<file path="src/common/nest_defs.svh">
/*
 * constants of the nesting and standby controller: register offset, fields,
 * reset values, settle codes and wait lengths in main-clock periods.
 * assumes inclusion by bare name from design files.
 */
`ifndef NEST_DEFS_SVH
`define NEST_DEFS_SVH

`define OSC_WAIT_SEL_ADDR 16'hfffa
`define OSC_WAIT_SEL_RESET 8'h04
`define OSC_WAIT_SEL_MASK 8'h07
`define SETTLE_CODE_2P12 3'h0
`define SETTLE_CODE_2P14 3'h1
`define SETTLE_CODE_2P15 3'h2
`define SETTLE_CODE_2P16 3'h3
`define SETTLE_CODE_2P17 3'h4
`define SETTLE_CNT_W 18
`define SETTLE_2P12 18'h01000
`define SETTLE_2P14 18'h04000
`define SETTLE_2P15 18'h08000
`define SETTLE_2P16 18'h10000
`define SETTLE_2P17 18'h20000

`endif

</file>
<file path="src/common/nest_pkg.sv">
/*
 * types of the nesting and standby controller.
 * assumes nest_defs.svh supplies all numeric constants.
 */
package nest_pkg;

    typedef enum logic [3:0] {
        PWR_RUN = 4'b0001,
        PWR_HALT = 4'b0010,
        PWR_STOP = 4'b0100,
        PWR_SETTLE = 4'b1000
    } pwr_state_e;

    typedef enum logic [2:0] {
        SVC_NONE = 3'b001,
        SVC_NMI = 3'b010,
        SVC_TRAP = 3'b100
    } svc_kind_e;

endpackage : nest_pkg

</file>
<file path="src/logic/nest_standby_ctrl.sv">
/*
 * nested interrupt acceptance and standby control beside the cpu sequencer.
 * assumes sources present level request flags, the sequencer reports each
 * retired instruction with its class, and the main clock oscillator obeys
 * OSC_RUN_O and reports OSC_STABLE_I once oscillating again.
 */
// How it works
// maskable nesting needs accept enable flag set
// any acknowledge clears the accept enable flag
// equal or higher level nests, lower waits
// refused requests stay pending, taken after return
// nothing nests inside non-maskable service
// level flag 0: only nmi and high-level nest
// level flag 1 or trap: both levels nest
// level select 0 high, 1 low
// hold instructions defer acknowledge one instruction
// trap instruction never defers acknowledge
// request flags latch regardless of level select
// halt gates cpu clock, oscillator keeps running
// stop halts the main oscillator
// standby keeps registers and port latches unchanged
// stop exit by interrupt waits settling time
// settle code picks 2^12..2^17 main periods
// wait select resets 04h, upper bits zero
// settle count starts only when oscillator runs
// maskable acknowledge copies level into level flag
// halt exit: vector if enabled, else continue
// settle counter releases cpu clock at count
// trap service counts as level flag 1
`timescale 1ns/1ps
`include "nest_defs.svh"

module nest_standby_ctrl (
    input wire logic CORE_CLK_I,
    input wire logic RESET_N_I,
    input wire logic [7:0] REQ_FLAG_I,
    input wire logic [7:0] MASK_FLAG_I,
    input wire logic [7:0] LEVEL_SELECT_I,
    input wire logic NMI_REQ_I,
    input wire logic INSTR_DONE_I,
    input wire logic HOLD_INSTR_I,
    input wire logic TRAP_INSTR_I,
    input wire logic RETURN_FROM_INTERRUPT_INSTR_INSTR_I,
    input wire logic RETURN_FROM_TRAP_INSTR_INSTR_I,
    input wire logic ACCEPT_ON_I,
    input wire logic MASK_ALL_I,
    input wire logic HALT_INSTR_I,
    input wire logic STOP_INSTR_I,
    input wire logic STATUS_WR_I,
    input wire logic [1:0] STATUS_WR_DATA_I,
    input wire logic OSC_STABLE_I,
    input wire logic [15:0] REG_ADDR_I,
    input wire logic REG_WR_I,
    input wire logic [7:0] REG_WDATA_I,
    output logic [7:0] REG_RDATA_O,
    output logic ACK_O,
    output logic ACK_NMI_O,
    output logic [2:0] ACK_SOURCE_O,
    output logic RESUME_NEXT_O,
    output logic ACCEPT_ENABLE_FLAG_O,
    output logic IN_SERVICE_LEVEL_FLAG_O,
    output logic CPU_CLK_EN_O,
    output logic OSC_RUN_O,
    output logic [3:0] PWR_STATE_O
);

    ////////////////////////////////////////////////////////////////////
    // state

    logic accept_enable_flag;
    logic in_service_level_flag;
    logic [7:0] oscillation_wait_select;
    nest_pkg::svc_kind_e svc_kind;
    nest_pkg::pwr_state_e pwr_state;
    nest_pkg::pwr_state_e next_pwr_state;
    logic hold_pending;
    logic after_return;
    logic [`SETTLE_CNT_W-1:0] settle_cnt;
    logic [`SETTLE_CNT_W-1:0] settle_target;
    logic nmi_latched;

    ////////////////////////////////////////////////////////////////////
    // arbitration

    wire [7:0] live_req = REQ_FLAG_I & ~MASK_FLAG_I;
    wire [7:0] high_req = live_req & ~LEVEL_SELECT_I;
    wire [7:0] low_req = live_req & LEVEL_SELECT_I;
    wire [7:0] pick_set = (|high_req) ? high_req : low_req;
    logic [2:0] pick_idx;
    always_comb begin
        pick_idx = 3'h0;
        for (int i = 7; i >= 0; i--) begin
            if (pick_set[i]) begin
                pick_idx = 3'(i);
            end
        end
    end

    wire in_nmi = (svc_kind == nest_pkg::SVC_NMI);
    wire in_trap = (svc_kind == nest_pkg::SVC_TRAP);
    wire level_open = in_service_level_flag | in_trap;
    wire high_ok = (|high_req) & accept_enable_flag;
    wire low_ok = (|low_req) & accept_enable_flag & level_open;
    wire nmi_ok = (nmi_latched | NMI_REQ_I) & ~in_nmi;
    wire mask_ok = (high_ok | low_ok) & ~in_nmi;
    wire [7:0] picked_mask = (high_ok ? high_req : low_req) & pick_set;

    // acknowledge only at an instruction boundary, never right behind a
    // hold instruction or the first instruction after a return
    wire boundary = INSTR_DONE_I & ~HOLD_INSTR_I & ~hold_pending & ~after_return;
    wire running = (pwr_state == nest_pkg::PWR_RUN);
    wire take_nmi = running & boundary & nmi_ok;
    wire take_mask = running & boundary & ~nmi_ok & mask_ok & (|picked_mask);
    wire take_any = take_nmi | take_mask;

    ////////////////////////////////////////////////////////////////////
    // standby

    wire wake_req = (|live_req) | NMI_REQ_I;
    wire halt_vector = NMI_REQ_I | mask_ok;
    wire [2:0] settle_code = oscillation_wait_select[2:0];

    assign settle_target = (settle_code == `SETTLE_CODE_2P12) ? `SETTLE_2P12 :
        (settle_code == `SETTLE_CODE_2P14) ? `SETTLE_2P14 :
        (settle_code == `SETTLE_CODE_2P15) ? `SETTLE_2P15 :
        (settle_code == `SETTLE_CODE_2P16) ? `SETTLE_2P16 : `SETTLE_2P17;

    always_comb begin
        next_pwr_state = pwr_state;
        case (pwr_state)
            nest_pkg::PWR_RUN: begin
                if (INSTR_DONE_I && STOP_INSTR_I) begin
                    next_pwr_state = wake_req ? nest_pkg::PWR_SETTLE : nest_pkg::PWR_STOP;
                end else if (INSTR_DONE_I && HALT_INSTR_I) begin
                    next_pwr_state = nest_pkg::PWR_HALT;
                end
            end
            nest_pkg::PWR_HALT: begin
                if (wake_req) begin
                    next_pwr_state = nest_pkg::PWR_RUN;
                end
            end
            nest_pkg::PWR_STOP: begin
                if (wake_req) begin
                    next_pwr_state = nest_pkg::PWR_SETTLE;
                end
            end
            nest_pkg::PWR_SETTLE: begin
                if (settle_cnt == settle_target) begin
                    next_pwr_state = nest_pkg::PWR_RUN;
                end
            end
            default: next_pwr_state = nest_pkg::PWR_RUN;
        endcase
    end

    always_ff @(posedge CORE_CLK_I) begin
        if (!RESET_N_I) begin
            pwr_state <= nest_pkg::PWR_RUN;
            settle_cnt <= '0;
            RESUME_NEXT_O <= 1'b0;
        end else begin
            pwr_state <= next_pwr_state;
            // count only once the oscillator reports it runs again
            if (pwr_state != nest_pkg::PWR_SETTLE) begin
                settle_cnt <= '0;
            end else if (OSC_STABLE_I) begin
                settle_cnt <= settle_cnt + 1'b1;
            end
            RESUME_NEXT_O <= (pwr_state != nest_pkg::PWR_RUN)
                && (next_pwr_state == nest_pkg::PWR_RUN) && !halt_vector;
        end
    end

    // cpu clock gated in every standby state, registers simply hold
    assign CPU_CLK_EN_O = running;
    assign OSC_RUN_O = (pwr_state != nest_pkg::PWR_STOP);

    ////////////////////////////////////////////////////////////////////
    // status word flags and service tracking

    always_ff @(posedge CORE_CLK_I) begin
        if (!RESET_N_I) begin
            accept_enable_flag <= 1'b0;
            in_service_level_flag <= 1'b1;
            svc_kind <= nest_pkg::SVC_NONE;
            hold_pending <= 1'b0;
            after_return <= 1'b0;
            nmi_latched <= 1'b0;
        end else begin
            // a second nmi during nmi service collapses into one pending
            if (take_nmi) begin
                nmi_latched <= 1'b0;
            end else if (NMI_REQ_I) begin
                nmi_latched <= 1'b1;
            end
            if (INSTR_DONE_I) begin
                hold_pending <= HOLD_INSTR_I & ~TRAP_INSTR_I;
                after_return <= RETURN_FROM_INTERRUPT_INSTR_INSTR_I | RETURN_FROM_TRAP_INSTR_INSTR_I;
            end
            if (take_any || (INSTR_DONE_I && TRAP_INSTR_I)) begin
                accept_enable_flag <= 1'b0;
            end else if (INSTR_DONE_I && ACCEPT_ON_I) begin
                accept_enable_flag <= 1'b1;
            end else if (INSTR_DONE_I && MASK_ALL_I) begin
                accept_enable_flag <= 1'b0;
            end else if (STATUS_WR_I) begin
                accept_enable_flag <= STATUS_WR_DATA_I[1];
            end
            if (take_nmi) begin
                in_service_level_flag <= 1'b0;
                svc_kind <= nest_pkg::SVC_NMI;
            end else if (take_mask) begin
                in_service_level_flag <= high_ok ? 1'b0 : 1'b1;
                svc_kind <= nest_pkg::SVC_NONE;
            end else if (INSTR_DONE_I && TRAP_INSTR_I) begin
                svc_kind <= nest_pkg::SVC_TRAP;
            end else if (INSTR_DONE_I && (RETURN_FROM_INTERRUPT_INSTR_INSTR_I || RETURN_FROM_TRAP_INSTR_INSTR_I)) begin
                svc_kind <= nest_pkg::SVC_NONE;
                in_service_level_flag <= STATUS_WR_DATA_I[0];
            end else if (STATUS_WR_I) begin
                in_service_level_flag <= STATUS_WR_DATA_I[0];
            end
        end
    end

    always_ff @(posedge CORE_CLK_I) begin
        if (!RESET_N_I) begin
            ACK_O <= 1'b0;
            ACK_NMI_O <= 1'b0;
            ACK_SOURCE_O <= 3'h0;
        end else begin
            ACK_O <= take_any;
            ACK_NMI_O <= take_nmi;
            ACK_SOURCE_O <= take_mask ? pick_idx : 3'h0;
        end
    end

    assign ACCEPT_ENABLE_FLAG_O = accept_enable_flag;
    assign IN_SERVICE_LEVEL_FLAG_O = in_service_level_flag;
    assign PWR_STATE_O = pwr_state;

    ////////////////////////////////////////////////////////////////////
    // settle code register

    wire wait_sel_hit = (REG_ADDR_I == `OSC_WAIT_SEL_ADDR);
    always_ff @(posedge CORE_CLK_I) begin
        if (!RESET_N_I) begin
            oscillation_wait_select <= `OSC_WAIT_SEL_RESET;
        end else if (REG_WR_I && wait_sel_hit) begin
            oscillation_wait_select <= REG_WDATA_I & `OSC_WAIT_SEL_MASK;
        end
    end

    always_ff @(posedge CORE_CLK_I) begin
        if (!RESET_N_I) begin
            REG_RDATA_O <= 8'h00;
        end else begin
            REG_RDATA_O <= wait_sel_hit ? oscillation_wait_select : 8'h00;
        end
    end

endmodule : nest_standby_ctrl

</file>
<file path="config.mk">
export PLATFORM = sky130hd
export DESIGN_NAME = nest_standby_ctrl
export DESIGN_NICKNAME = d
export VERILOG_FILES = /design/src/common/nest_pkg.sv /design/src/logic/nest_standby_ctrl.sv
export VERILOG_INCLUDE_DIRS = /design/src /design/src/common
export SDC_FILE = /design/constraint.sdc
export NUM_CORES = 1
export LEC_CHECK = 0
export ABC_AREA = 1
export BUFFER_PORTS_ARGS = -buffer_cell sky130_fd_sc_hd__buf_2
export CELL_PAD_IN_SITES_DETAIL_PLACEMENT = 1
export CELL_PAD_IN_SITES_GLOBAL_PLACEMENT = 2
export CORE_MARGIN = 3
export CORE_UTILIZATION = 28
export CTS_BUF_LIST = sky130_fd_sc_hd__clkbuf_8 sky130_fd_sc_hd__clkbuf_16
export DETAILED_ROUTE_END_ITERATION = 8
export PLACE_DENSITY_LB_ADDON = 0.1
export SYNTH_ARGS = -nofsm -noshare
export SYNTH_HDL_FRONTEND = slang
export SYNTH_SLANG_ARGS = --single-unit
</file>
<file path="constraint.sdc">
create_clock -name CORE_CLK_I -period 3.5 [get_ports CORE_CLK_I]
set_clock_uncertainty 0.05 [all_clocks]
set_input_delay 0.35 -clock CORE_CLK_I [delete_from_list [all_inputs] [get_ports CORE_CLK_I]]
set_output_delay 0.35 -clock CORE_CLK_I [all_outputs]
set_load 0.1 [all_outputs]
</file>
# After elaboration in Yosys (flattened, before gate mapping)
# Index checks and enable logic that the tools add are counted.
# W data, S select, Z words.
# op_classes
n_addsub	1
eq_ne	16
mux	33
bitwise_logic	35
reduce_logical	30
# op_table
op	n
$mux W18	4
$and A8 B8 Y8	4
$reduce_or A8 Y1	4
$mux W4	6
$add A18 B1 Y18 const B	1
$eq A18 B18 Y1	1
$mux W3	6
$eq A16 B16 Y1 const B	1
$mux W8	2
$not A8 Y8	2
$pmux W4 S4	1
$and A1 B1 Y1	14
$mux W1	10
$eq A3 B2 Y1 const B	3
$logic_and A1 B1 Y1	9
$eq A4 B1 Y1 const B	2
$mux W2	4
$not A1 Y1	8
$reduce_bool A4 Y1	2
$or A1 B1 Y1	7
$reduce_or A2 Y1	3
$reduce_or A3 Y1	2
$reduce_or A6 Y1	1
$eq A4 B2 Y1 const B	1
other kinds (15)	17
# totals
register_bits	42
in_bits	65
out_inout_bits	22

# Logic depth before layout (Yosys ltp)
# depth
word_depth	13
ltp_mapped	14
ltp_nobuf	14

# Least setup slack after synthesis
# Ideal clock, no wire load.
# synth_timing
path_kind	register to register
start	register pwr_state[2], in the netlist PWR_STATE_O[2]
end	register pwr_state[2], in the netlist PWR_STATE_O[2]
setup_time_ns	0.071
t_arrival_ns	2.741
required_ns	3.379
setup_slack_ns	0.638
stages_incl_launch_ff	4
n_path_buf	0
period_less_slack_ns	2.862
cell_sequence	dfxtp_1 -> nand3_1 -> or2_2 -> a21oi_1
# synth_via
elab_chain_cells	3
word_cells_on_any_way	10
cone_classes	4 x eq/ne; 6 x mux
# synth_rtl
element	line	source
start, declared	nest_standby_ctrl.sv:74	nest_pkg::pwr_state_e pwr_state;
start signal, assigned	nest_standby_ctrl.sv:159	pwr_state <= nest_pkg::PWR_RUN;
start signal, assigned	nest_standby_ctrl.sv:163	pwr_state <= next_pwr_state;
$mux W4	nest_standby_ctrl.sv:134	end else if (INSTR_DONE_I && HALT_INSTR_I) begin
$mux W4	nest_standby_ctrl.sv:132	if (INSTR_DONE_I && STOP_INSTR_I) begin
$pmux W4 S4 *	nest_standby_ctrl.sv:130	case (pwr_state)
# Mark *: on every way between the ends. The rest lies on a longest branch, timed or not.
# A chain may end at the register's enable or synchronous reset.

# Worst setup path after layout
# layout_timing
start	register pwr_state[3], in the netlist PWR_STATE_O[3]
end	output port CPU_CLK_EN_O
# layout_via
elab_chain_cells	1
# layout_rtl
element	line	source
$eq A4 B1 Y1	nest_standby_ctrl.sv:111	wire running = (pwr_state == nest_pkg::PWR_RUN);
end, declared	nest_standby_ctrl.sv:62	output logic CPU_CLK_EN_O,
# Every way passes these cells.

==> impl_metrics.py <==
metrics = {
    "outcome": {
        "status": "completed",
    },
    "die": {
        "die_width_um": 102,
        "rows": 34,
        "die_height_um": 102,
        "start_util": 0.292,
        "ios": 87,
        "die_area_um2": 10400,
        "coreArea_um2": 8850,
    },
    "clocking": {
        "htree_num_levels": 2,
        "hold_buffers": 0,
        "post_cts_buffers": 0,
        "clock_tree.root_cell": "clkbuf_8",
        "clk_latency_ns": 0.29,
        "cts_num_sinks": 42,
        "cts_buffers": 5,
        "cts_resized": 0,
        "tritoncts": "done",
        "clk_pin_slew_ns": 0.08,
        "cts_buffer_depth": 2,
    },
    "setup_path": {
        "worstSetupStartpointType": "flip-flop",
        "startpoint": "PWR_STATE_O[3]",
        "endpoint_kind": "primary output",
        "worstReg2RegStart": "settle_cnt[0]",
        "crit_fanout": 5,
        "worstPathRequired_ns": 3.10,
        "cp.arrival_ns": 1.50,
        "crit_type": "flip-flop to primary output",
    },
    "power_and_ir_drop": {
        "clkPwrFrac": 0.325,
        "p_leak_nw": 1.49,
        "p_int_mw": 0.779,
        "power.share.sequential": 0.425,
        "power-per-cell-area_nw_per_um2": 372,
        "pwr-share-comb": 0.249,
        "p_sw_mw": 0.401,
        "sw_frac_of_total": 0.340,
        "vdd_drop_max_v": 0.000154,
    },
    "route": {
        "drc": 0,
        "vias": 2773,
        "via_per_inst": 4.65,
        "routed_wl_um": 7600,
        "wl_per_cell_um": 12.8,
        "first_pass_iters": 2,
        "ant_nets": 0,
        "drt_iter0_markers": 59,
    },
    "synth": {
        "seq_area_frac_synth": 0.325,
        "synth.cell_area_um2": 2580,
        "ys_ff_latch": 42,
        "ys_warn_count": 0,
        "synth_most_common_cell": "nand2_1",
        "ys.flop_type": "dfxtp_1",
        "avgSynthCellArea_um2": 6.33,
        "synth_top_area_frac": 0.325,
        "synth.distinct_cells": 36,
        "synth_largest_area_cell": "dfxtp_1",
        "postSynthCellCount": 408,
        "synthTopCellsByCount": "nand2_1 (77), inv_1 (67), nor2_1 (51), dfxtp_1 (42), nand3_1 (32)",
        "synth-edff-count": 0,
        "async_flop_share": 0,
        "synth_area_leaders": "dfxtp_1 (33%), nand2_1 (11%), inv_1 (9.7%)",
    },
    "timing": {
        "drv_slew": 0,
        "max_freq_ghz": 0.527,
        "setup_violations": 0,
        "finalWorstSetupSlack_ns": 1.60,
        "fin_setup_tns_ns": 0,
        "finalHoldViolCount": 0,
        "fin_crit_sh": 0.543,
        "finalCriticalPeriod_ns": 1.90,
        "grt_setup_unrepaired": "no",
        "whs_ns": 0.249,
    },
    "worst_hold_path": {
        "hp-class": "primary input to flip-flop",
        "min-delay-start": "REG_WDATA_I[2]",
    },
    "final_layout": {
        "nNetsFinal": 554,
        "synthToLayoutAreaGrowth_pct": 22.7,
        "n_antenna_cell": 0,
        "fillCellCount": 1173,
        "layout-drive-gt1-share": 0.230,
    },
    "grt": {
        "overflow": 0,
        "grt_pass1_vias": 2829,
        "grt_max_degree": 14,
        "grt_use_total": 0.151,
        "grt_pass1_wl_um": 12800,
        "antenna_found_initial": 0,
    },
    "placed_design": {
        "pre_cts_ws_ns": 1.64,
        "gp_routability_congestion": 0.830,
        "dp_hpwl_um": 6480,
        "portBuffers": 76,
    },
    "flow_run": {
        "maxCapViolCount": 0,
    },
}
## layer usage
layer | track usage | wire (um)
met1 | 0.191 | 3560
met2 | 0.273 | 3780
met3 | 0.0246 | 213
met4 | 0.0272 | 48
met5 | 0 | 0
## registers in the layout, indices dropped and copies added (netlist names)
signal / count
IN_SERVICE_LEVEL_FLAG_O: 1
oscillation_wait_select: 3
ACCEPT_ENABLE_FLAG_O: 1
nmi_latched: 1
settle_cnt: 18
PWR_STATE_O: 4
RESUME_NEXT_O: 1
svc_kind: 3
hold_pending: 1
after_return: 1
ACK_SOURCE_O: 3
ACK_NMI_O: 1
ACK_O: 1
REG_RDATA_O: 3
## per-stage QoR
step | std cells | area [um^2] | util | power (mW)
2_1_floorplan | 412 | 2600 | - | 0.735
3_3_place_gp | 588 | 3060 | 0.346 | 0.806
3_5_place_dp | 588 | 3060 | 0.346 | 0.810
4_1_cts | 596 | 3170 | 0.358 | 1.20
5_1_grt | 596 | 3170 | 0.358 | 1.25
6_report | 596 | 3170 | 0.358 | 1.18
## path summary, 6_finish.rpt
check	slack, ns	cells past startpoint	end
setup / recovery	1.60	4	CPU_CLK_EN_O
hold reg to reg	0.43	2	after_return
setup reg to reg	1.74	8	settle_cnt[16]
hold / removal	0.25	3	oscillation_wait_select[2]
## kinds of logic (layout without fill, tap and decap cells)
kind of cell | after synthesis | after routing | synth area share
AOI/OAI and AO/OA | 62 | 62 | 0.129
xor gates and xnor gates | 2 | 2 | 0.00678
adders and majority gates | 2 | 2 | 0.00968
buffers and inverters | 83 | 159 | 0.130
DFF | 42 | 42 | 0.325
other | 1 | 5 | 0.00145
and+or+nand+nor | 216 | 216 | 0.398
## power by group through the flow
| stage | logic, mW | registers (mW) | clock network (mW) |
|---|---|---|---|
| floorplan | 0.168 | 0.566 | 0 |
| global placement | 0.293 | 0.513 | 0 |
| detailed placement | 0.297 | 0.513 | 0 |
| CTS | 0.298 | 0.502 | 0.402 |
| global route | 0.325 | 0.504 | 0.420 |
| finish | 0.294 | 0.502 | 0.384 |
## cells in the final DEF, fill, tap and decap left out, drive strengths merged, types with 15 or more instances in the layout
cell,n
nand2,82
nor2,59
buf,76
nor3,16
nand3,34
o21ai,25
inv,74
nand4,15
a21oi,28
dfxtp,42
## worst max-delay path: stages (launching register included)
cell	delay [ns]
dfxtp_1	0.36
nor2_2	0.18
nand2_2	0.08
nor2_4	0.14
buf_2	0.45
## layout make-up
| class | instances | area, um^2 | area share |
|---|---|---|---|
| Multi-Input combinational cell | 287 | 1420 | 0.448 |
| Clock buffer | 5 | 68.8 | 0.0217 |
| Clock inverter | 3 | 40.0 | 0.0126 |
| Tap cell | 108 | 135 | 0.0426 |
| Sequential cell | 42 | 841 | 0.265 |
| Timing Repair Buffer | 76 | 380 | 0.120 |
| Inverter | 75 | 283 | 0.0892 |
(Power assumes the default switching activity.)
